===== config.mk =====
export PLATFORM = sky130hd
export DESIGN_NAME = serial_host_port
export DESIGN_NICKNAME = d
export VERILOG_FILES = /design/src/hdl/host_port_pkg.sv /design/src/hdl/word_stream_if.sv /design/src/hdl/serial_host_port.sv /design/src/hdl/pin_sync.sv /design/src/hdl/word_buffer.sv
export SDC_FILE = /design/constraint.sdc
export NUM_CORES = 1
export LEC_CHECK = 0
export ABC_CLOCK_PERIOD_IN_PS = 3400
export BUFFER_PORTS_ARGS = -buffer_cell sky130_fd_sc_hd__buf_2
export CAP_MARGIN = 10
export CORE_MARGIN = 2
export CORE_UTILIZATION = 60
export DETAILED_ROUTE_END_ITERATION = 16
export GPL_ROUTABILITY_DRIVEN = 1
export GPL_TIMING_DRIVEN = 0
export PLACE_DENSITY_LB_ADDON = 0.25
export RECOVER_POWER = 50
export SETUP_SLACK_MARGIN = 0.5
export SYNTH_ARGS = -nofsm -noshare
export SYNTH_HDL_FRONTEND = slang
export SYNTH_HIERARCHICAL = 1
export SYNTH_SLANG_ARGS = --single-unit

===== constraint.sdc =====
create_clock -name clk -period 3.4 [get_ports clk]
set_input_delay 0.68 -clock clk [delete_from_list [all_inputs] [get_ports clk]]
set_output_delay 0.68 -clock clk [all_outputs]
set_load 0.005 [all_outputs]

===== src/hdl/host_port_pkg.sv =====
/*
   Shared constants of the serial host port with direct mode.
   Assumes a single 200 MHz system clock and a synchronous reset.
*/
// What this block does
// - Select high holds serial logic in reset
// - Host drives on rise, device samples fall
// - Select rising ends the transaction
// - Words are eight bits, MSB first
// - MISO carries nothing valid during command/write
// - Read data follows eighth falling edge, MSB first
// - Transmit done raises interrupt outside direct mode, status reads 0x80
// - Direct mode 0: raw modulation and envelope
// - Direct mode 1: decoded bits and bit clock
// - Writing direct bit at 0x00 enters direct
// - Stop condition ends direct, clears bit
// - Direct mode 0 blocks register access
// - Bypass framing keeps start/end delimiters
// - Raw-byte mode strips delimiters into FIFO
// - Protocol select codes decoded to protocol kind
// - Modulator codes decoded to depth, clock
// - Keying pin: 0 amplitude, 1 on-off
package host_port_pkg;
   localparam int WORD_W = 8;
   localparam int ADDR_W = 5;
   localparam logic [2:0] BIT_LAST = 3'h7;
   localparam logic [2:0] BIT_FIRST = 3'h0;
   // Address word fields
   localparam int CMD_BIT = 7;
   localparam int READ_BIT = 6;
   localparam int CONT_BIT = 5;
   // Register offsets
   localparam logic [4:0] ADR_CHIP_STATUS = 5'h00;
   localparam logic [4:0] ADR_PROTO_SEL = 5'h01;
   localparam logic [4:0] ADR_NORESP_WAIT = 5'h07;
   localparam logic [4:0] ADR_RX_WAIT = 5'h08;
   localparam logic [4:0] ADR_MODULATOR = 5'h09;
   localparam logic [4:0] ADR_RX_SPECIAL = 5'h0A;
   localparam logic [4:0] ADR_IRQ_STATUS = 5'h0C;
   localparam logic [4:0] ADR_FIFO = 5'h1F;
   localparam logic [7:0] RST_REG = 8'h00;
   localparam int DIRECT_BIT = 6;
   localparam int IRQ_TX_BIT = 7;
   localparam int IRQ_RX_BIT = 6;
   // Protocol select codes
   localparam logic [7:0] PS_VICINITY_HDR = 8'h02;
   localparam logic [7:0] PS_TYPEA_106 = 8'h08;
   localparam logic [7:0] PS_PROP_212 = 8'h1A;
   localparam logic [7:0] PS_PROP_424 = 8'h1B;
   localparam logic [2:0] PK_OTHER = 3'h0;
   localparam logic [2:0] PK_VICINITY = 3'h1;
   localparam logic [2:0] PK_TYPEA = 3'h2;
   localparam logic [2:0] PK_PROP212 = 3'h3;
   localparam logic [2:0] PK_PROP424 = 3'h4;
   // Modulator: system clock field and depth codes
   localparam int CLKSEL_LSB = 4;
   localparam logic [2:0] DEPTH_ASK10 = 3'h0;
   localparam logic [2:0] DEPTH_OOK = 3'h1;
   localparam logic [2:0] DEPTH_ASK7 = 3'h2;
   localparam logic [2:0] DEPTH_ASK85 = 3'h3;
   localparam logic [2:0] DEPTH_ASK13 = 3'h4;
   localparam logic [2:0] DEPTH_ASK16 = 3'h5;
   localparam int FIFO_DEPTH = 2;
   typedef enum logic [2:0]
   {
      PH_CMD = 3'b001,
      PH_WR  = 3'b010,
      PH_RD  = 3'b100
   } phase_type;
endpackage


===== src/hdl/word_stream_if.sv =====
/*
   Valid/ready word stream between the port and its buffer.
   Assumes both ends on the same clock.
*/
`timescale 1ns/1ps
`default_nettype none
interface word_stream_if #(parameter int W = 9);
   logic [W-1:0] data;
   logic         valid;
   logic         ready;
   modport src (output data, output valid, input ready);
   modport snk (input data, input valid, output ready);
endinterface
`default_nettype wire


===== src/hdl/serial_host_port.sv =====
/*
   Serial host port with select line, register file, status flags,
   receive word buffer and direct-mode pin routing.
   Assumes host serial clock far slower than clk (three-stage sampling);
   air-side events and words arrive on clk.
*/
`timescale 1ns/1ps
`default_nettype none
module serial_host_port
   import host_port_pkg::*;
(
   input  wire logic       clk,          // 200 MHz system clock
   input  wire logic       reset,        // Synchronous, active high
   input  wire logic       selectPin,    // Select, high = idle
   input  wire logic       sclkPin,      // Host serial clock
   input  wire logic       mosiPin,      // Host data in
   output logic            misoOut,      // Device data out
   output logic            misoOe,       // MISO drive enable
   output logic            irqOut,       // Interrupt, active high
   input  wire logic       modulationInput, // Direct modulation pin
   input  wire logic       keyingSelectPin, // 0 ASK, 1 OOK
   input  wire logic       envelopeIn,   // Digitized subcarrier
   input  wire logic       decodedBitIn, // Decoder bit stream
   input  wire logic       decodedClkIn, // Decoder bit clock
   input  wire logic       frameModIn,   // Modulation from framer
   input  wire logic       txDoneIn,     // Transmit complete pulse
   input  wire logic       rxStartIn,    // Receive start pulse
   input  wire logic [7:0] rxWordData,   // Received byte
   input  wire logic       rxWordDelim,  // Byte is a delimiter
   input  wire logic       rxWordValid,  // Received byte valid
   output logic            rxWordReady,  // Buffer can take byte
   output logic            modulatorOut, // Modulator drive
   output logic            rxDirectOut,  // Direct receive pin
   output logic            bitClockOut,  // Direct bit clock pin
   output logic            keyingOut,    // Keying in use
   output logic [2:0]      depthCode,    // Modulation depth
   output logic [1:0]      sysClkSel,    // System clock select
   output logic [2:0]      protocolKind, // Decoded protocol
   output logic            directActive  // Direct mode on
);
   localparam logic [7:0] SYNC_RST = 8'h01;
   logic [7:0] pinsSync;
   logic selS, sclkS, mosiS, modS, keyS, envS, dbitS, dclkS;
   pin_sync #(.W(8), .RESET_VAL(SYNC_RST)) syncPins (
      .clk    (clk),
      .reset  (reset),
      .pinIn  ({mosiPin, sclkPin, modulationInput, keyingSelectPin,
                envelopeIn, decodedBitIn, decodedClkIn, selectPin}),
      .pinOut (pinsSync)
   );
   assign {mosiS, sclkS, modS, keyS, envS, dbitS, dclkS, selS} = pinsSync;

   function automatic logic [2:0] protoDecode(input logic [7:0] v);
      case (v)
         PS_VICINITY_HDR: protoDecode = PK_VICINITY;
         PS_TYPEA_106:    protoDecode = PK_TYPEA;
         PS_PROP_212:     protoDecode = PK_PROP212;
         PS_PROP_424:     protoDecode = PK_PROP424;
         default:         protoDecode = PK_OTHER;
      endcase
   endfunction

   function automatic logic [2:0] depthDecode(input logic [2:0] v);
      case (v)
         3'h0:    depthDecode = DEPTH_ASK10;
         3'h1:    depthDecode = DEPTH_OOK;
         3'h2:    depthDecode = DEPTH_ASK7;
         3'h3:    depthDecode = DEPTH_ASK85;
         3'h4:    depthDecode = DEPTH_ASK13;
         3'h5:    depthDecode = DEPTH_ASK16;
         default: depthDecode = DEPTH_ASK10;
      endcase
   endfunction

   logic       sclkPrev_q, selPrev_q;
   logic [2:0] bitCnt_q;
   logic [7:0] rxShift_q, txShift_q;
   logic [4:0] addr_q;
   logic       cont_q, irqArm_q;
   phase_type  phase_q;
   logic [7:0] chipStatus_q, protoSel_q, noRespWait_q, rxWait_q;
   logic [7:0] modCtrl_q, rxSpecial_q, irqStatus_q, irqStatus_d;

   // Edges come from filtered levels, so glitches cannot double-count
   wire sclkRise = sclkS & ~sclkPrev_q;
   wire sclkFall = ~sclkS & sclkPrev_q;
   wire stopEvt = selS & ~selPrev_q;
   wire byteDone = sclkFall & ~selS & (bitCnt_q == BIT_LAST);
   wire [7:0] rxByte = {rxShift_q[6:0], mosiS};
   wire inCmd = (phase_q == PH_CMD);
   wire cmdDone = byteDone & inCmd & ~rxByte[CMD_BIT];
   wire directOn = chipStatus_q[DIRECT_BIT];
   wire dm0 = directOn & ~protoSel_q[DIRECT_BIT];
   wire dm1 = directOn & protoSel_q[DIRECT_BIT];
   wire [4:0] addrStep = cont_q ? addr_q + 5'h01 : addr_q;
   wire rdStart = cmdDone & rxByte[READ_BIT];
   wire readLoad = rdStart | (byteDone & (phase_q == PH_RD));
   wire [4:0] loadAddr = inCmd ? rxByte[ADDR_W-1:0] : addrStep;
   wire wrDone = byteDone & (phase_q == PH_WR) & ~dm0;
   wire wrChip = wrDone & (addr_q == ADR_CHIP_STATUS);
   wire wrProto = wrDone & (addr_q == ADR_PROTO_SEL);
   wire wrNoResp = wrDone & (addr_q == ADR_NORESP_WAIT);
   wire wrRxWait = wrDone & (addr_q == ADR_RX_WAIT);
   wire wrMod = wrDone & (addr_q == ADR_MODULATOR);
   wire wrSpecial = wrDone & (addr_q == ADR_RX_SPECIAL);
   // No status clear while direct mode 0 shuts the host out
   wire irqClr = irqArm_q & byteDone & ~dm0;

   word_stream_if #(.W(9)) fillIf ();
   word_stream_if #(.W(9)) drainIf ();
   word_buffer #(.W(9), .DEPTH(FIFO_DEPTH)) rxBuf (
      .clk   (clk),
      .reset (reset),
      .fill  (fillIf),
      .drain (drainIf)
   );
   assign fillIf.data = {rxWordDelim, rxWordData};
   assign fillIf.valid = rxWordValid & ~dm0;
   assign rxWordReady = fillIf.ready;
   // Delimiter words are stripped outside direct mode
   wire fifoDelim = drainIf.valid & drainIf.data[8] & ~directOn;
   wire fifoRead = readLoad & (loadAddr == ADR_FIFO) & ~dm0;
   assign drainIf.ready = fifoDelim | (fifoRead & ~drainIf.data[8]);
   wire [7:0] fifoByte = (drainIf.valid & ~fifoDelim) ?
                         drainIf.data[7:0] : RST_REG;

   logic [7:0] readData;
   always_comb
   begin
      case (loadAddr)
         ADR_CHIP_STATUS: readData = chipStatus_q;
         ADR_PROTO_SEL:   readData = protoSel_q;
         ADR_NORESP_WAIT: readData = noRespWait_q;
         ADR_RX_WAIT:     readData = rxWait_q;
         ADR_MODULATOR:   readData = modCtrl_q;
         ADR_RX_SPECIAL:  readData = rxSpecial_q;
         ADR_IRQ_STATUS:  readData = irqStatus_q;
         ADR_FIFO:        readData = fifoByte;
         default:         readData = RST_REG;
      endcase
      if (dm0)
         readData = RST_REG;
   end

   // New events win over the dummy-byte clear; none in direct mode
   always_comb
   begin
      irqStatus_d = irqClr ? RST_REG : irqStatus_q;
      irqStatus_d[IRQ_TX_BIT] = irqStatus_d[IRQ_TX_BIT]
                                | (txDoneIn & ~directOn);
      irqStatus_d[IRQ_RX_BIT] = irqStatus_d[IRQ_RX_BIT]
                                | (rxStartIn & ~directOn);
   end

   always_ff @(posedge clk)
   begin
      if (reset)
      begin
         sclkPrev_q <= 1'b0;
         selPrev_q  <= 1'b1;
      end
      else
      begin
         sclkPrev_q <= sclkS;
         selPrev_q  <= selS;
      end
   end

   // Serial engine, held idle while select is high
   always_ff @(posedge clk)
   begin
      if (reset | selS)
      begin
         bitCnt_q  <= BIT_FIRST;
         rxShift_q <= RST_REG;
         txShift_q <= RST_REG;
         phase_q   <= PH_CMD;
         addr_q    <= '0;
         cont_q    <= 1'b0;
         irqArm_q  <= 1'b0;
      end
      else
      begin
         if (sclkFall)
         begin
            bitCnt_q  <= bitCnt_q + 3'h1;
            rxShift_q <= rxByte;
         end
         if (cmdDone)
         begin
            phase_q <= rxByte[READ_BIT] ? PH_RD : PH_WR;
            cont_q  <= rxByte[CONT_BIT];
         end
         if (readLoad)
            txShift_q <= readData;
         else if (sclkRise & (phase_q == PH_RD))
            txShift_q <= {txShift_q[6:0], 1'b0};
         if (cmdDone)
            addr_q <= rxByte[ADDR_W-1:0];
         else if (readLoad | (byteDone & (phase_q == PH_WR)))
            addr_q <= addrStep;
         if (readLoad)
            irqArm_q <= (loadAddr == ADR_IRQ_STATUS);
         else if (irqClr)
            irqArm_q <= 1'b0;
      end
   end

   // MISO moves on rising edges only while selected, so it is steady at falls
   always_ff @(posedge clk)
   begin
      if (reset | selS)
         misoOut <= 1'b0;
      else if (sclkRise)
         misoOut <= (phase_q == PH_RD) & txShift_q[7];
   end

   always_ff @(posedge clk)
   begin
      if (reset)
      begin
         chipStatus_q <= RST_REG;
         protoSel_q   <= RST_REG;
         noRespWait_q <= RST_REG;
         rxWait_q     <= RST_REG;
         modCtrl_q    <= RST_REG;
         rxSpecial_q  <= RST_REG;
         irqStatus_q  <= RST_REG;
      end
      else
      begin
         if (stopEvt)
            chipStatus_q[DIRECT_BIT] <= 1'b0;
         else if (wrChip)
            chipStatus_q <= rxByte;
         if (wrProto)
            protoSel_q <= rxByte;
         if (wrNoResp)
            noRespWait_q <= rxByte;
         if (wrRxWait)
            rxWait_q <= rxByte;
         if (wrMod)
            modCtrl_q <= rxByte;
         if (wrSpecial)
            rxSpecial_q <= rxByte;
         irqStatus_q <= irqStatus_d;
      end
   end

   always_ff @(posedge clk)
   begin
      if (reset)
      begin
         misoOe       <= 1'b0;
         irqOut       <= 1'b0;
         modulatorOut <= 1'b0;
         rxDirectOut  <= 1'b0;
         bitClockOut  <= 1'b0;
         keyingOut    <= 1'b0;
         depthCode    <= DEPTH_ASK10;
         sysClkSel    <= 2'h0;
         protocolKind <= PK_OTHER;
         directActive <= 1'b0;
      end
      else
      begin
         misoOe       <= ~selS;
         irqOut       <= |irqStatus_d;
         modulatorOut <= directOn ? modS : frameModIn;
         // Decoder output keeps its delimiters in direct mode 1
         rxDirectOut  <= dm0 ? envS : (dm1 & dbitS);
         bitClockOut  <= dm1 & dclkS;
         keyingOut    <= keyS;
         depthCode    <= keyS ? DEPTH_OOK : depthDecode(modCtrl_q[2:0]);
         sysClkSel    <= modCtrl_q[CLKSEL_LSB +: 2];
         protocolKind <= protoDecode(protoSel_q);
         directActive <= directOn;
      end
   end

   AST_SEL_RESET: assert property (@(posedge clk) disable iff (reset)
      selS |=> (bitCnt_q == BIT_FIRST) && (phase_q == PH_CMD))
      else $error("serial logic not idle under select");
   AST_BYTE_WRAP: assert property (@(posedge clk) disable iff (reset)
      byteDone |=> (bitCnt_q == BIT_FIRST))
      else $error("byte not eight bits");
   AST_MISO_RISE: assert property (@(posedge clk) disable iff (reset)
      !$stable(misoOut) |-> $past(sclkRise) || $past(selS))
      else $error("MISO moved off a rising edge");
   AST_MISO_IDLE: assert property (@(posedge clk) disable iff (reset)
      (phase_q != PH_RD) && sclkRise |=> !misoOut)
      else $error("MISO driven outside read phase");
   AST_ADDR_STEP: assert property (@(posedge clk) disable iff (reset)
      readLoad && !inCmd && cont_q |=> addr_q == $past(addr_q) + 5'h01)
      else $error("continuous read did not advance");
   AST_TX_IRQ: assert property (@(posedge clk) disable iff (reset)
      txDoneIn && !directOn |=> irqStatus_q[IRQ_TX_BIT] && irqOut)
      else $error("transmit done not flagged");
   AST_ENTER: assert property (@(posedge clk) disable iff (reset)
      wrChip && rxByte[DIRECT_BIT] && !stopEvt |=> ##1 directActive)
      else $error("direct mode not entered");
   AST_STOP: assert property (@(posedge clk) disable iff (reset)
      stopEvt |=> !chipStatus_q[DIRECT_BIT] ##1 !directActive)
      else $error("stop did not end direct mode");
   AST_DM0_LOCK: assert property (@(posedge clk) disable iff (reset)
      dm0 && byteDone |=> $stable(protoSel_q) && $stable(modCtrl_q))
      else $error("register written in direct mode 0");
   AST_DM0_ROUTE: assert property (@(posedge clk) disable iff (reset)
      dm0 |=> rxDirectOut == $past(envS) && !bitClockOut)
      else $error("envelope not routed in direct mode 0");
   AST_DM1_ROUTE: assert property (@(posedge clk) disable iff (reset)
      dm1 |=> bitClockOut == $past(dclkS))
      else $error("bit clock not routed in direct mode 1");
   AST_KEYING: assert property (@(posedge clk) disable iff (reset)
      keyS ##1 keyS |-> keyingOut && depthCode == DEPTH_OOK)
      else $error("on-off keying not applied");
endmodule
`default_nettype wire


===== src/hdl/pin_sync.sv =====
/*
   Three-stage pin synchroniser with agreement filter.
   Assumes asynchronous pins; output moves when stages 2 and 3 agree.
*/
`timescale 1ns/1ps
`default_nettype none
module pin_sync #(
   parameter int W = 8,
   parameter logic [W-1:0] RESET_VAL = '0
) (
   input  wire logic         clk,     // System clock
   input  wire logic         reset,   // Synchronous reset
   input  wire logic [W-1:0] pinIn,   // Raw pins
   output logic      [W-1:0] pinOut   // Filtered levels
);
   logic [W-1:0] stage1_q;
   logic [W-1:0] stage2_q;
   logic [W-1:0] stage3_q;
   logic [W-1:0] agree;
   assign agree = ~(stage2_q ^ stage3_q);
   always_ff @(posedge clk)
   begin
      if (reset)
      begin
         stage1_q <= RESET_VAL;
         stage2_q <= RESET_VAL;
         stage3_q <= RESET_VAL;
         pinOut   <= RESET_VAL;
      end
      else
      begin
         stage1_q <= pinIn;
         stage2_q <= stage1_q;
         stage3_q <= stage2_q;
         pinOut   <= (agree & stage3_q) | (~agree & pinOut);
      end
   end
endmodule
`default_nettype wire


===== src/hdl/word_buffer.sv =====
/*
   Small valid/ready word buffer, default two entries.
   Assumes one clock; in-side ready is registered.
*/
`timescale 1ns/1ps
`default_nettype none
module word_buffer #(
   parameter int W = 9,
   parameter int DEPTH = 2
) (
   input  wire logic   clk,       // System clock
   input  wire logic   reset,     // Synchronous reset
   word_stream_if.snk  fill,      // Filling side
   word_stream_if.src  drain      // Draining side
);
   localparam int PW = $clog2(DEPTH);
   localparam int CW = $clog2(DEPTH + 1);
   localparam logic [CW-1:0] FULL = CW'(DEPTH);
   localparam logic [PW-1:0] LAST = PW'(DEPTH - 1);
   logic [W-1:0]  mem_q [DEPTH];
   logic [PW-1:0] wrPtr_q;
   logic [PW-1:0] rdPtr_q;
   logic [CW-1:0] count_q;
   logic [CW-1:0] count_d;
   logic          push;
   logic          pop;
   logic          ready_q;
   assign push = fill.valid & ready_q;
   assign pop = drain.ready & (count_q != '0);
   assign count_d = count_q + CW'(push) - CW'(pop);
   assign fill.ready = ready_q;
   assign drain.valid = (count_q != '0);
   assign drain.data = mem_q[rdPtr_q];
   always_ff @(posedge clk)
   begin
      if (reset)
      begin
         wrPtr_q <= '0;
         rdPtr_q <= '0;
         count_q <= '0;
         ready_q <= 1'b1;
      end
      else
      begin
         if (push)
         begin
            mem_q[wrPtr_q] <= fill.data;
            wrPtr_q <= (wrPtr_q == LAST) ? '0 : wrPtr_q + 1'b1;
         end
         if (pop)
            rdPtr_q <= (rdPtr_q == LAST) ? '0 : rdPtr_q + 1'b1;
         count_q <= count_d;
         ready_q <= (count_d != FULL);
      end
   end
endmodule
`default_nettype wire


==> run metrics, run 1 <==
final hold violation count 0; number of antenna violations at the first check in global routing 0; Buf/Inv on CP 2; Tmin final 2907 ps; Routed Antenna Nets 0; CTS max path bufs 2; Tot GR Track Use 30.82%; CTS tree done; critical path class reg -> reg; reg2reg start phase_q[1]; placed inst area 7005 µm²; total power 4.090 mW; Tcrit/Tclk final 85.49%; Synth Register Bits 158; Cell Pwr Density 518.1 nW/µm²; CP top delay family simple AND/OR/NAND/NOR gates; status complete, no violations; slew of the pin with the lowest slew margin 880.8 ps; worst hold start selectPin; dominant cells by area after synthesis dfxtp_1, edfxtp_1, mux2i_1, a21oi_1, nand2_1; Synth Cell Area 6635 µm²; CTS Buf Count 17; layout cells sized above 1 18.06%; most common cell after layout, fill and taps aside dfxtp_1; Initial Utilization 61.48%; peak per-stage delay on the critical path 420 ps; final hold slack 312.0 ps; Post-synth EDFFs 18; critical path's most frequent cell o21ai_2; cell row count 38; CP Capture Type register; Yosys cell types 67; core area 10790 µm²; hold-critical path depth 2; largest net degree at the start of global routing 17; asr flop ratio synth 0%; PortBufs 39; largest area contributor in the netlist dfxtp_1; Clock Skews 11.83 ps; Worst path slowest cell or4_4; Clock transition at path regs 70 ps; Worst-Skew Late Latency 540 ps; Design Area, Final 7894 µm²; Post-Place Cells 863; die area 11920 µm²; DR pass1 iterations 6; Reg area 3359 µm²; die width 109.2 µm; Hold WC Path Type in -> reg; Pleak 2.961 nW; H-tree levels 4; M3 GR Usage 5.619%; met2 GRT Util 50.71%; first-pass GRT wire length 27.46 mm; RSZ-0062 raised after global routing true; footprint of the multi-input gates 3189 µm²; hold endpoint syncPins/stage1_q[0]; startpoint types register; Post-Layout Cell Count 915; clock root buffer master clkbuf_8; synth warn 6; I/O pins 40; sequential area share after synthesis 50.39%; number of DRC markers in iteration 0 711; RR Endpoint rxBuf/fill.ready; FILL cells 765; commonest non-fill, non-tap cells in the layout dfxtp_1, nand2_1, nor2_1, clkbuf_1, a21oi_1; final setup violation count 0; Remaining DRCs 0; routed vias 5545; Cell Chain, Critical Path or3b_4 > buf_6 > buf_4 > a21oi_4 > nand4_1 > o21ai_2 > o21ai_2 > xnor2_2 > ha_2 > xor2_1 > or4_4 > a21o_1; CTS sink cnt 158; share of the synthesized area in the top cell type 42.24%; Mean Syn Cell Area 9.700 µm²; Max IR drop VDD 0.4479 mV; busiest grt layer met2; Synth Instances 684; max_cap viols 0; Ant. Diodes 0; post-DP HPWL 11.67 mm; drt total wl 17.70 mm; vias per cell 6.060; Main synth FF type dfxtp_1; Largest register FFs 18; Die H 109.2 µm; WP data arrival 3340 ps; Max Slew Vio Count 0; P&R area growth vs syn 18.97%; critical path required time 3830 ps; Rel. slew slack 40.96%; FMAX 344.0 MHz; flop2flop setup slack 490 ps; met1 GRT Util 39.64%; gp weighted congestion 0.9231; critical path fanouts, max 6; number of global-route vias before repair 5404; Final #Nets 792; syn_nets 714; total gr overflow 0; largest register by flop count rxBuf/mem_q; FF-to-FF path depth 12; drt wl/cell 19.35 µm
==> layer usage <==
layer	part of all wire, %	wire length [µm]
met1	41	7338
met2	48	8447
met3	8.1	1437
met4	2.7	478
met5	0	0
==> logic make-up (layout without fill, tap and decap cells) <==
group	Yosys count	after routing	synth area share (%)
AOI/OAI and AO/OA	129	129	12.86
adders and majority gates	8	8	1.471
buffers and inverters	56	147	3.847
muxes	54	54	8.316
xor gates and xnor gates	15	15	2.093
and+or+nand+nor	264	264	21.03
DFF	158	158	50.39
==> cells in the mapped netlist, drive strengths merged (9+ instances only) <==
| library cell | number |
|---|---|
| clkbuf | 28 |
| buf | 15 |
| nand2b | 9 |
| edfxtp | 18 |
| nor2 | 66 |
| nor3 | 22 |
| nand2 | 66 |
| a21oi | 51 |
| mux2i | 45 |
| o21ai | 20 |
| a221oi | 12 |
| mux2 | 9 |
| inv | 13 |
| a22oi | 9 |
| nand3 | 21 |
| dfxtp | 140 |
| nor2b | 30 |
| xnor2 | 9 |
| and2 | 10 |
==> per-stage QoR <==
stage / worst slack [ps] / TNS (ps) / util, %
after detailed placement: -359.2 / -551.5 / 64.91
after global routing: 369.3 / 0 / 73.14
after floorplan: 535.3 / 0 / -
final: 493.4 / 0 / 73.14
after CTS: 472.3 / 0 / 72.90
after global placement: -180.5 / -182.7 / 64.91
==> report_power, final <==
part | internal, mW | switching (mW)
clock | 1.05 | 0.805
sequential | 1.95 | 0.0289
combinational | 0.126 | 0.136
==> worst max path at each step <==
stage,from,to,slack (ps),depth (start not counted)
final,phase_q[1],rxBuf/fill.ready,490,12
after floorplan,phase_q[0],rxBuf/fill.ready,540,13
after CTS,phase_q[2],rxBuf/fill.ready,470,13
after global routing,rxShift_q[6],rxBuf/fill.ready,370,12
after global placement,bitCnt_q[0],rxBuf/fill.ready,-180,13
after detailed placement,bitCnt_q[0],rxBuf/fill.ready,-360,13
==> repair_timing <==
item / 4_1_cts / 5_1_grt
setup buffers: 19 / 1
setup endpoints to repair: 58 / 15
resized for setup: 36 / 9
pin swaps: 8 / 3
hold buffers: 0 / 0
==> final cells by class <==
class | count | share of cell area, %
Timing Repair Buffer | 59 | 4.089
Multi-Input combinational cell | 470 | 40.40
Clock buffer | 20 | 5.770
Sequential cell | 158 | 42.56
Clock inverter | 12 | 1.569
Tap cell | 140 | 2.219
Buffer | 43 | 2.774
Inverter | 13 | 0.6182
No activity file was read; power rests on OpenSTA's default activity.
==> run 2: changes to the inputs <==
CTS_CLUSTER_DIAMETER = 40   (was default)
PLACE_DENSITY = 0.79   (was default)
PLACE_DENSITY_LB_ADDON = default   (was 0.25)
==> run metrics, run 2 (synthesized netlist as in run 1, its figures left out) <==
status complete, no violations; Post-Layout Cell Count 910 (-0.55%); Max IR drop VDD 0.4595 mV (+2.6%); final setup violation count 0 (unchanged); critical path class reg -> reg; drt total wl 17.36 mm (-1.9%); largest register by flop count rxBuf/mem_q; critical path fanouts, max 10 (+4); critical path's most frequent cell o21ai_2; Final TNS setup 0 ps (unchanged); WP data arrival 3340 ps (about the same); worst hold start rxWordDelim; final hold violation count 0 (unchanged); met1 GRT Util 39.76% (+0.12 points); FILL cells 816 (+6.7%); number of DRC markers in iteration 0 586 (-18%); Remaining DRCs 0 (unchanged); Cell Chain, Critical Path or3b_4 > buf_6 > buf_12 > buf_8 > o32ai_4 > nand4_1 > o21ai_2 > o21ai_2 > xnor2_1 > ha_2 > xor2_1 > or4_4 > a21o_1; Worst path slowest cell or4_4; layout cells sized above 1 17.14% (-0.92 points); post-DP HPWL 11.62 mm (-0.46%); Die H 109.2 µm (unchanged); Cell Pwr Density 501.3 nW/µm² (-3.2%); I/O pins 40 (unchanged); Tmin final 2907 ps (+0.5980 ps); Routed Antenna Nets 0 (unchanged); largest net degree at the start of global routing 17 (unchanged); CP Capture Type register; most common cell after layout, fill and taps aside dfxtp_1; total power 3.897 mW (-4.7%); Rel. slew slack 39.82% (-1.1 points); setup slack after layout 492.8 ps (-0.5980 ps); busiest grt layer met2; first-pass GRT wire length 27.03 mm (-1.6%); vias per cell 6.005 (-0.90%); number of antenna violations at the first check in global routing 0 (unchanged); startpoint types register; Buf/Inv on CP 3 (+1); Max Slew Vio Count 0 (unchanged); RSZ-0062 raised after global routing true; Gate power share 6.2% (-0.2 points); Largest register FFs 18 (unchanged); CP top delay family simple AND/OR/NAND/NOR gates; met2 GRT Util 48.71% (-2.0 points); drt wl/cell 19.08 µm (-1.4%); M3 GR Usage 8.488% (+2.9 points); Pint 2.965 mW (-5.0%); cell row count 38 (unchanged); FF-to-FF path depth 13 (+1); worst setup path endpoint rxBuf/fill.ready; critical path required time 3830 ps (about the same); sequential share of power 50.7% (+2.4 points); switching fraction of total power 23.93% (+0.23 points); Worst path depth 13 (+1); Clock transition at path regs 60 ps (about the same); flop2flop setup slack 490 ps (about the same); die width 109.2 µm (unchanged); RR Endpoint rxBuf/fill.ready; DR pass1 iterations 5 (-1); CTS sink cnt 158 (unchanged); routed vias 5465 (-1.4%); Final #Nets 788 (-0.51%); Psw 0.9327 mW (-3.8%); slew of the pin with the lowest slew margin 897.8 ps (+17.03 ps); Tot GR Track Use 30.59% (-0.22 points); clock root buffer master clkbuf_8; Crit. Startpoint phase_q[2]; commonest non-fill, non-tap cells in the layout dfxtp_1, nor2_1, nand2_1, a21oi_1, clkbuf_1; peak per-stage delay on the critical path 420 ps (about the same); CTS Buf Count 17 (unchanged); Pleak 2.919 nW (-1.4%); cts hold-fix bufs 0 (unchanged); final hold slack 329.2 ps (+17.12 ps); pre-CTS setup slack -248.3 ps (+110.9 ps); clock share of power 43.1% (-2.2 points); Post-Place Cells 863 (unchanged); CTS max path bufs 2 (unchanged); core area 10790 µm² (unchanged); FMAX 344.0 MHz (about the same); number of global-route vias before repair 5210 (-3.6%); Clock Skews 6.515 ps (-5.313 ps); P&R area growth vs syn 17.18%; Tcrit/Tclk final 85.51% (about the same); Hold WC Path Type in -> reg; PortBufs 39 (unchanged); gp weighted congestion 0.9269 (+0.41%); H-tree levels 4 (unchanged); Initial Utilization 61.48% (unchanged); total gr overflow 0 (unchanged); die area 11920 µm² (unchanged); reg2reg start phase_q[2]; Ant. Diodes 0 (unchanged); CTS tree done; Worst-Skew Late Latency 540 ps (about the same); max_cap viols 0 (unchanged)
## run 2: layout make-up
cell class,count,area [µm²],share of cell area [%]
buffer,43,220.2,2.832
tap,140,175.2,2.253
clock inverter,11,83.83,1.078
timing repair buffer,55,296.5,3.814
multi-input combinational,470,3166,40.71
clock buffer,20,425.4,5.472
inverter,13,48.80,0.6276
sequential,158,3359,43.21
## run 2: worst reg2reg max path, delay by kind of cell, from the launching register on
kind / cells / cell delay, ps
AND/OR/NAND/NOR: 3 / 1060
AO/OA/AOI/OAI: 4 / 550
buffers and inverters: 3 / 400
flip-flops: 1 / 340
XOR/XNOR: 2 / 280
adder cells (fa/ha/maj): 1 / 170
## run 2: how the worst min path moves through the flow
stage                                end  cells past startpoint
floorplan           syncPins/stage2_q[0]                      1
global placement    syncPins/stage2_q[0]                      1
detailed placement  syncPins/stage2_q[0]                      1
CTS                    rxBuf/mem_q[0][8]                      1
global route           rxBuf/mem_q[0][8]                      1
finish                 rxBuf/mem_q[0][8]                      1
## run 2: layer usage
layer / routed length [µm] / share of wire (%)
met1: 7203 / 41
met3: 1530 / 8.8
met5: 0 / 0
met2: 8251 / 48
met4: 377 / 2.2
## run 2: power groups by stage
stage          Sequential [mW]  Combinational (mW)  Clock, mW
6_report                  1.98               0.242       1.68
2_1_floorplan             2.01               0.164          0
3_3_place_gp              2.01               0.222          0
3_5_place_dp              2.02               0.229          0
5_1_grt                   1.98               0.262       1.77
4_1_cts                   1.98               0.241       1.69
## run 2: timing repair
item	CTS	global route
buffers inserted	11	5
cloned	0	0
resized for setup	28	15
endpoints found under the setup margin	56	29
pin swaps	7	3
## run 2: metrics by stage
step,cell area [µm²],utilization [%]
floorplan,6635,-
global placement,7005,64.91
detailed placement,7005,64.91
CTS,7704,71.38
global route,7775,72.04
finish,7775,72.04
==> run 3: changes to the inputs <==
ABC_CLOCK_PERIOD_IN_PS = 3740   (was 3400)
CORE_UTILIZATION = 65   (was 60)
PLACE_DENSITY = 0.84   (was 0.79)
clock period = 3.74 ns   (was 3.4 ns; I/O delays follow)
==> run metrics, run 3 (synthesized netlist as in run 1, its figures left out) <==
status complete, no violations; Final #Nets 774 (-1.8%); drt wl/cell 19.51 µm (+2.3%); drt total wl 17.37 mm (about the same); Final TNS setup 0 ps (unchanged); commonest non-fill, non-tap cells in the layout dfxtp_1, nand2_1, nor2_1, a21oi_1, mux2i_1; Pleak 2.905 nW (-0.47%); flop2flop setup slack 590 ps (+100 ps); FILL cells 683 (-16%); DR pass1 iterations 5 (unchanged); Top Layer Used met4; placed inst area 6997 µm² (-0.13%); core area 9819 µm² (-9.0%); Clock Skews 6.505 ps (-0.01083 ps); largest register by flop count rxBuf/mem_q; Routed Antenna Nets 0 (unchanged); Worst-Skew Late Latency 540 ps (about the same); clock root buffer master clkbuf_8; die area 11030 µm² (-7.4%); startpoint types register; Remaining DRCs 0 (unchanged); CP Capture Type register; WP data arrival 3590 ps (+250 ps); RSZ-0062 raised after global routing false; CTS max path bufs 2 (unchanged); Tcrit/Tclk final 84.21% (-1.3 points); Rel. slew slack 40.33% (+0.51 points); post-DP HPWL 11.56 mm (-0.54%); Die H 105.0 µm (-3.8%); Largest register FFs 18 (unchanged); P&R area growth vs syn 15.22%; Max IR drop VDD 0.5209 mV (+13%); layout cells sized above 1 15.59% (-1.6 points); die width 105.0 µm (-3.8%); vias per cell 6.238 (+3.9%); gp weighted congestion 0.9990 (+7.8%); footprint of the multi-input gates 3088 µm² (-2.5%); Reg area 3352 µm² (-0.22%); Initial Utilization 67.57% (+6.1 points); Hold WC Path Type in -> reg; CTS sink cnt 158 (unchanged); CP top delay family compound AO/OA/AOI/OAI gates; FMAX 317.5 MHz (-7.7%); Buf/Inv on CP 0 (-3); slew of the pin with the lowest slew margin 890.2 ps (-7.564 ps); detailed route wirelength on metal2 8.151 mm (-1.2%); Design Area, Final 7645 µm² (-1.7%); PortBufs 39 (unchanged); critical path required time 4180 ps (+350 ps); critical path fanouts, max 8 (-2); fin util 77.85% (+5.8 points); critical path class reg -> reg; number of antenna violations at the first check in global routing 0 (unchanged); Cell Pwr Density 487.8 nW/µm² (-2.7%); peak per-stage delay on the critical path 430 ps (about the same); metal3 WL 1.226 mm (-20%); Ant. Diodes 0 (unchanged); max_cap viols 0 (unchanged); cell row count 36 (-5.3%); first-pass GRT wire length 27.28 mm (+0.94%); number of global-route vias before repair 5443 (+4.5%); CTS Buf Count 17 (unchanged); Cell Chain, Critical Path ha_1 > nand4_1 > xor2_1 > a21oi_2 > nand4_1 > o21ai_2 > o21ai_2 > xnor2_1 > ha_1 > xor2_1 > or4_4 > a21o_1; final hold violation count 0 (unchanged); Tmin final 3149 ps (+242.2 ps); I/O pins 40 (unchanged); Worst path slowest cell or4_4; Clock transition at path regs 70 ps (about the same); Tot GR Track Use 32.10% (+1.5 points); Max Slew Vio Count 0 (unchanged); final setup violation count 0 (unchanged); H-tree levels 4 (unchanged); most common cell after layout, fill and taps aside dfxtp_1; number of DRC markers in iteration 0 588 (+0.34%); largest net degree at the start of global routing 18 (+1); CTS tree done; met1 WL 6.945 mm (-3.6%); routed vias 5552 (+1.6%); total gr overflow 0 (unchanged); final hold slack 385.0 ps (+55.81 ps)
run 3: cell types whose count changed in the layout (fill, tap and decap cells not counted), moves of 3 or more:
cell      change
nand2_1       +4
clkinv_2      -3
buf_4        -13
buf_2        +10
clkbuf_1      -8
dfxtp_2       +3
xor2_1        +3
dfxtp_4       -3
nand2_2       -4
run 3: repair_timing:
item / in CTS / in global routing
hold buffers: 0 / 0
pin swaps: 1 / 3
gates resized for setup: 9 / 9
buffers inserted: 1 / 1
setup endpoints to repair: 18 / 1
run 3: cell type report:
cell class | count | share of cell area (%)
buffer | 43 | 2.570
clock buffer | 18 | 5.597
clock inverter | 14 | 2.144
inverter | 13 | 0.6383
multi-input combinational | 470 | 40.39
sequential | 158 | 43.85
tap | 133 | 2.177
timing repair buffer | 41 | 2.635
run 3: power breakdown:
part / internal [mW] / switching [mW] / total [mW]
clock: 0.938 / 0.774 / 1.71
sequential: 1.77 / 0.0270 / 1.80
combinational: 0.100 / 0.119 / 0.220
total: 2.81 / 0.920 / 3.73
run 3: final timing paths:
path | start | endpoint | depth (start not counted)
worst max-delay path | addr_q[0] | rxBuf/fill.ready | 12
worst min-delay path | selectPin | syncPins/stage1_q[0] | 2
worst max register to register | addr_q[0] | rxBuf/fill.ready | 12
worst min register to register | syncPins/stage1_q[0] | syncPins/stage2_q[0] | 1
run 3: metrics by stage:
stage / worst slack (ps) / total power [mW] / instances
final: 590.7 / 3.729 / 890
after global routing: 494.0 / 3.830 / 890
after CTS: 556.8 / 3.725 / 889
after detailed placement: 204.4 / 2.042 / 856
after global placement: 341.6 / 2.029 / 856
after floorplan: 875.3 / 1.977 / 684
run 3: metal layers:
layer / vias to the layer above / global-route usage (%)
met4: 0 / 21.71
li1: 2534 / -
met3: 81 / 6.051
met2: 283 / 51.39
met1: 2654 / 39.25
met5: - / 0
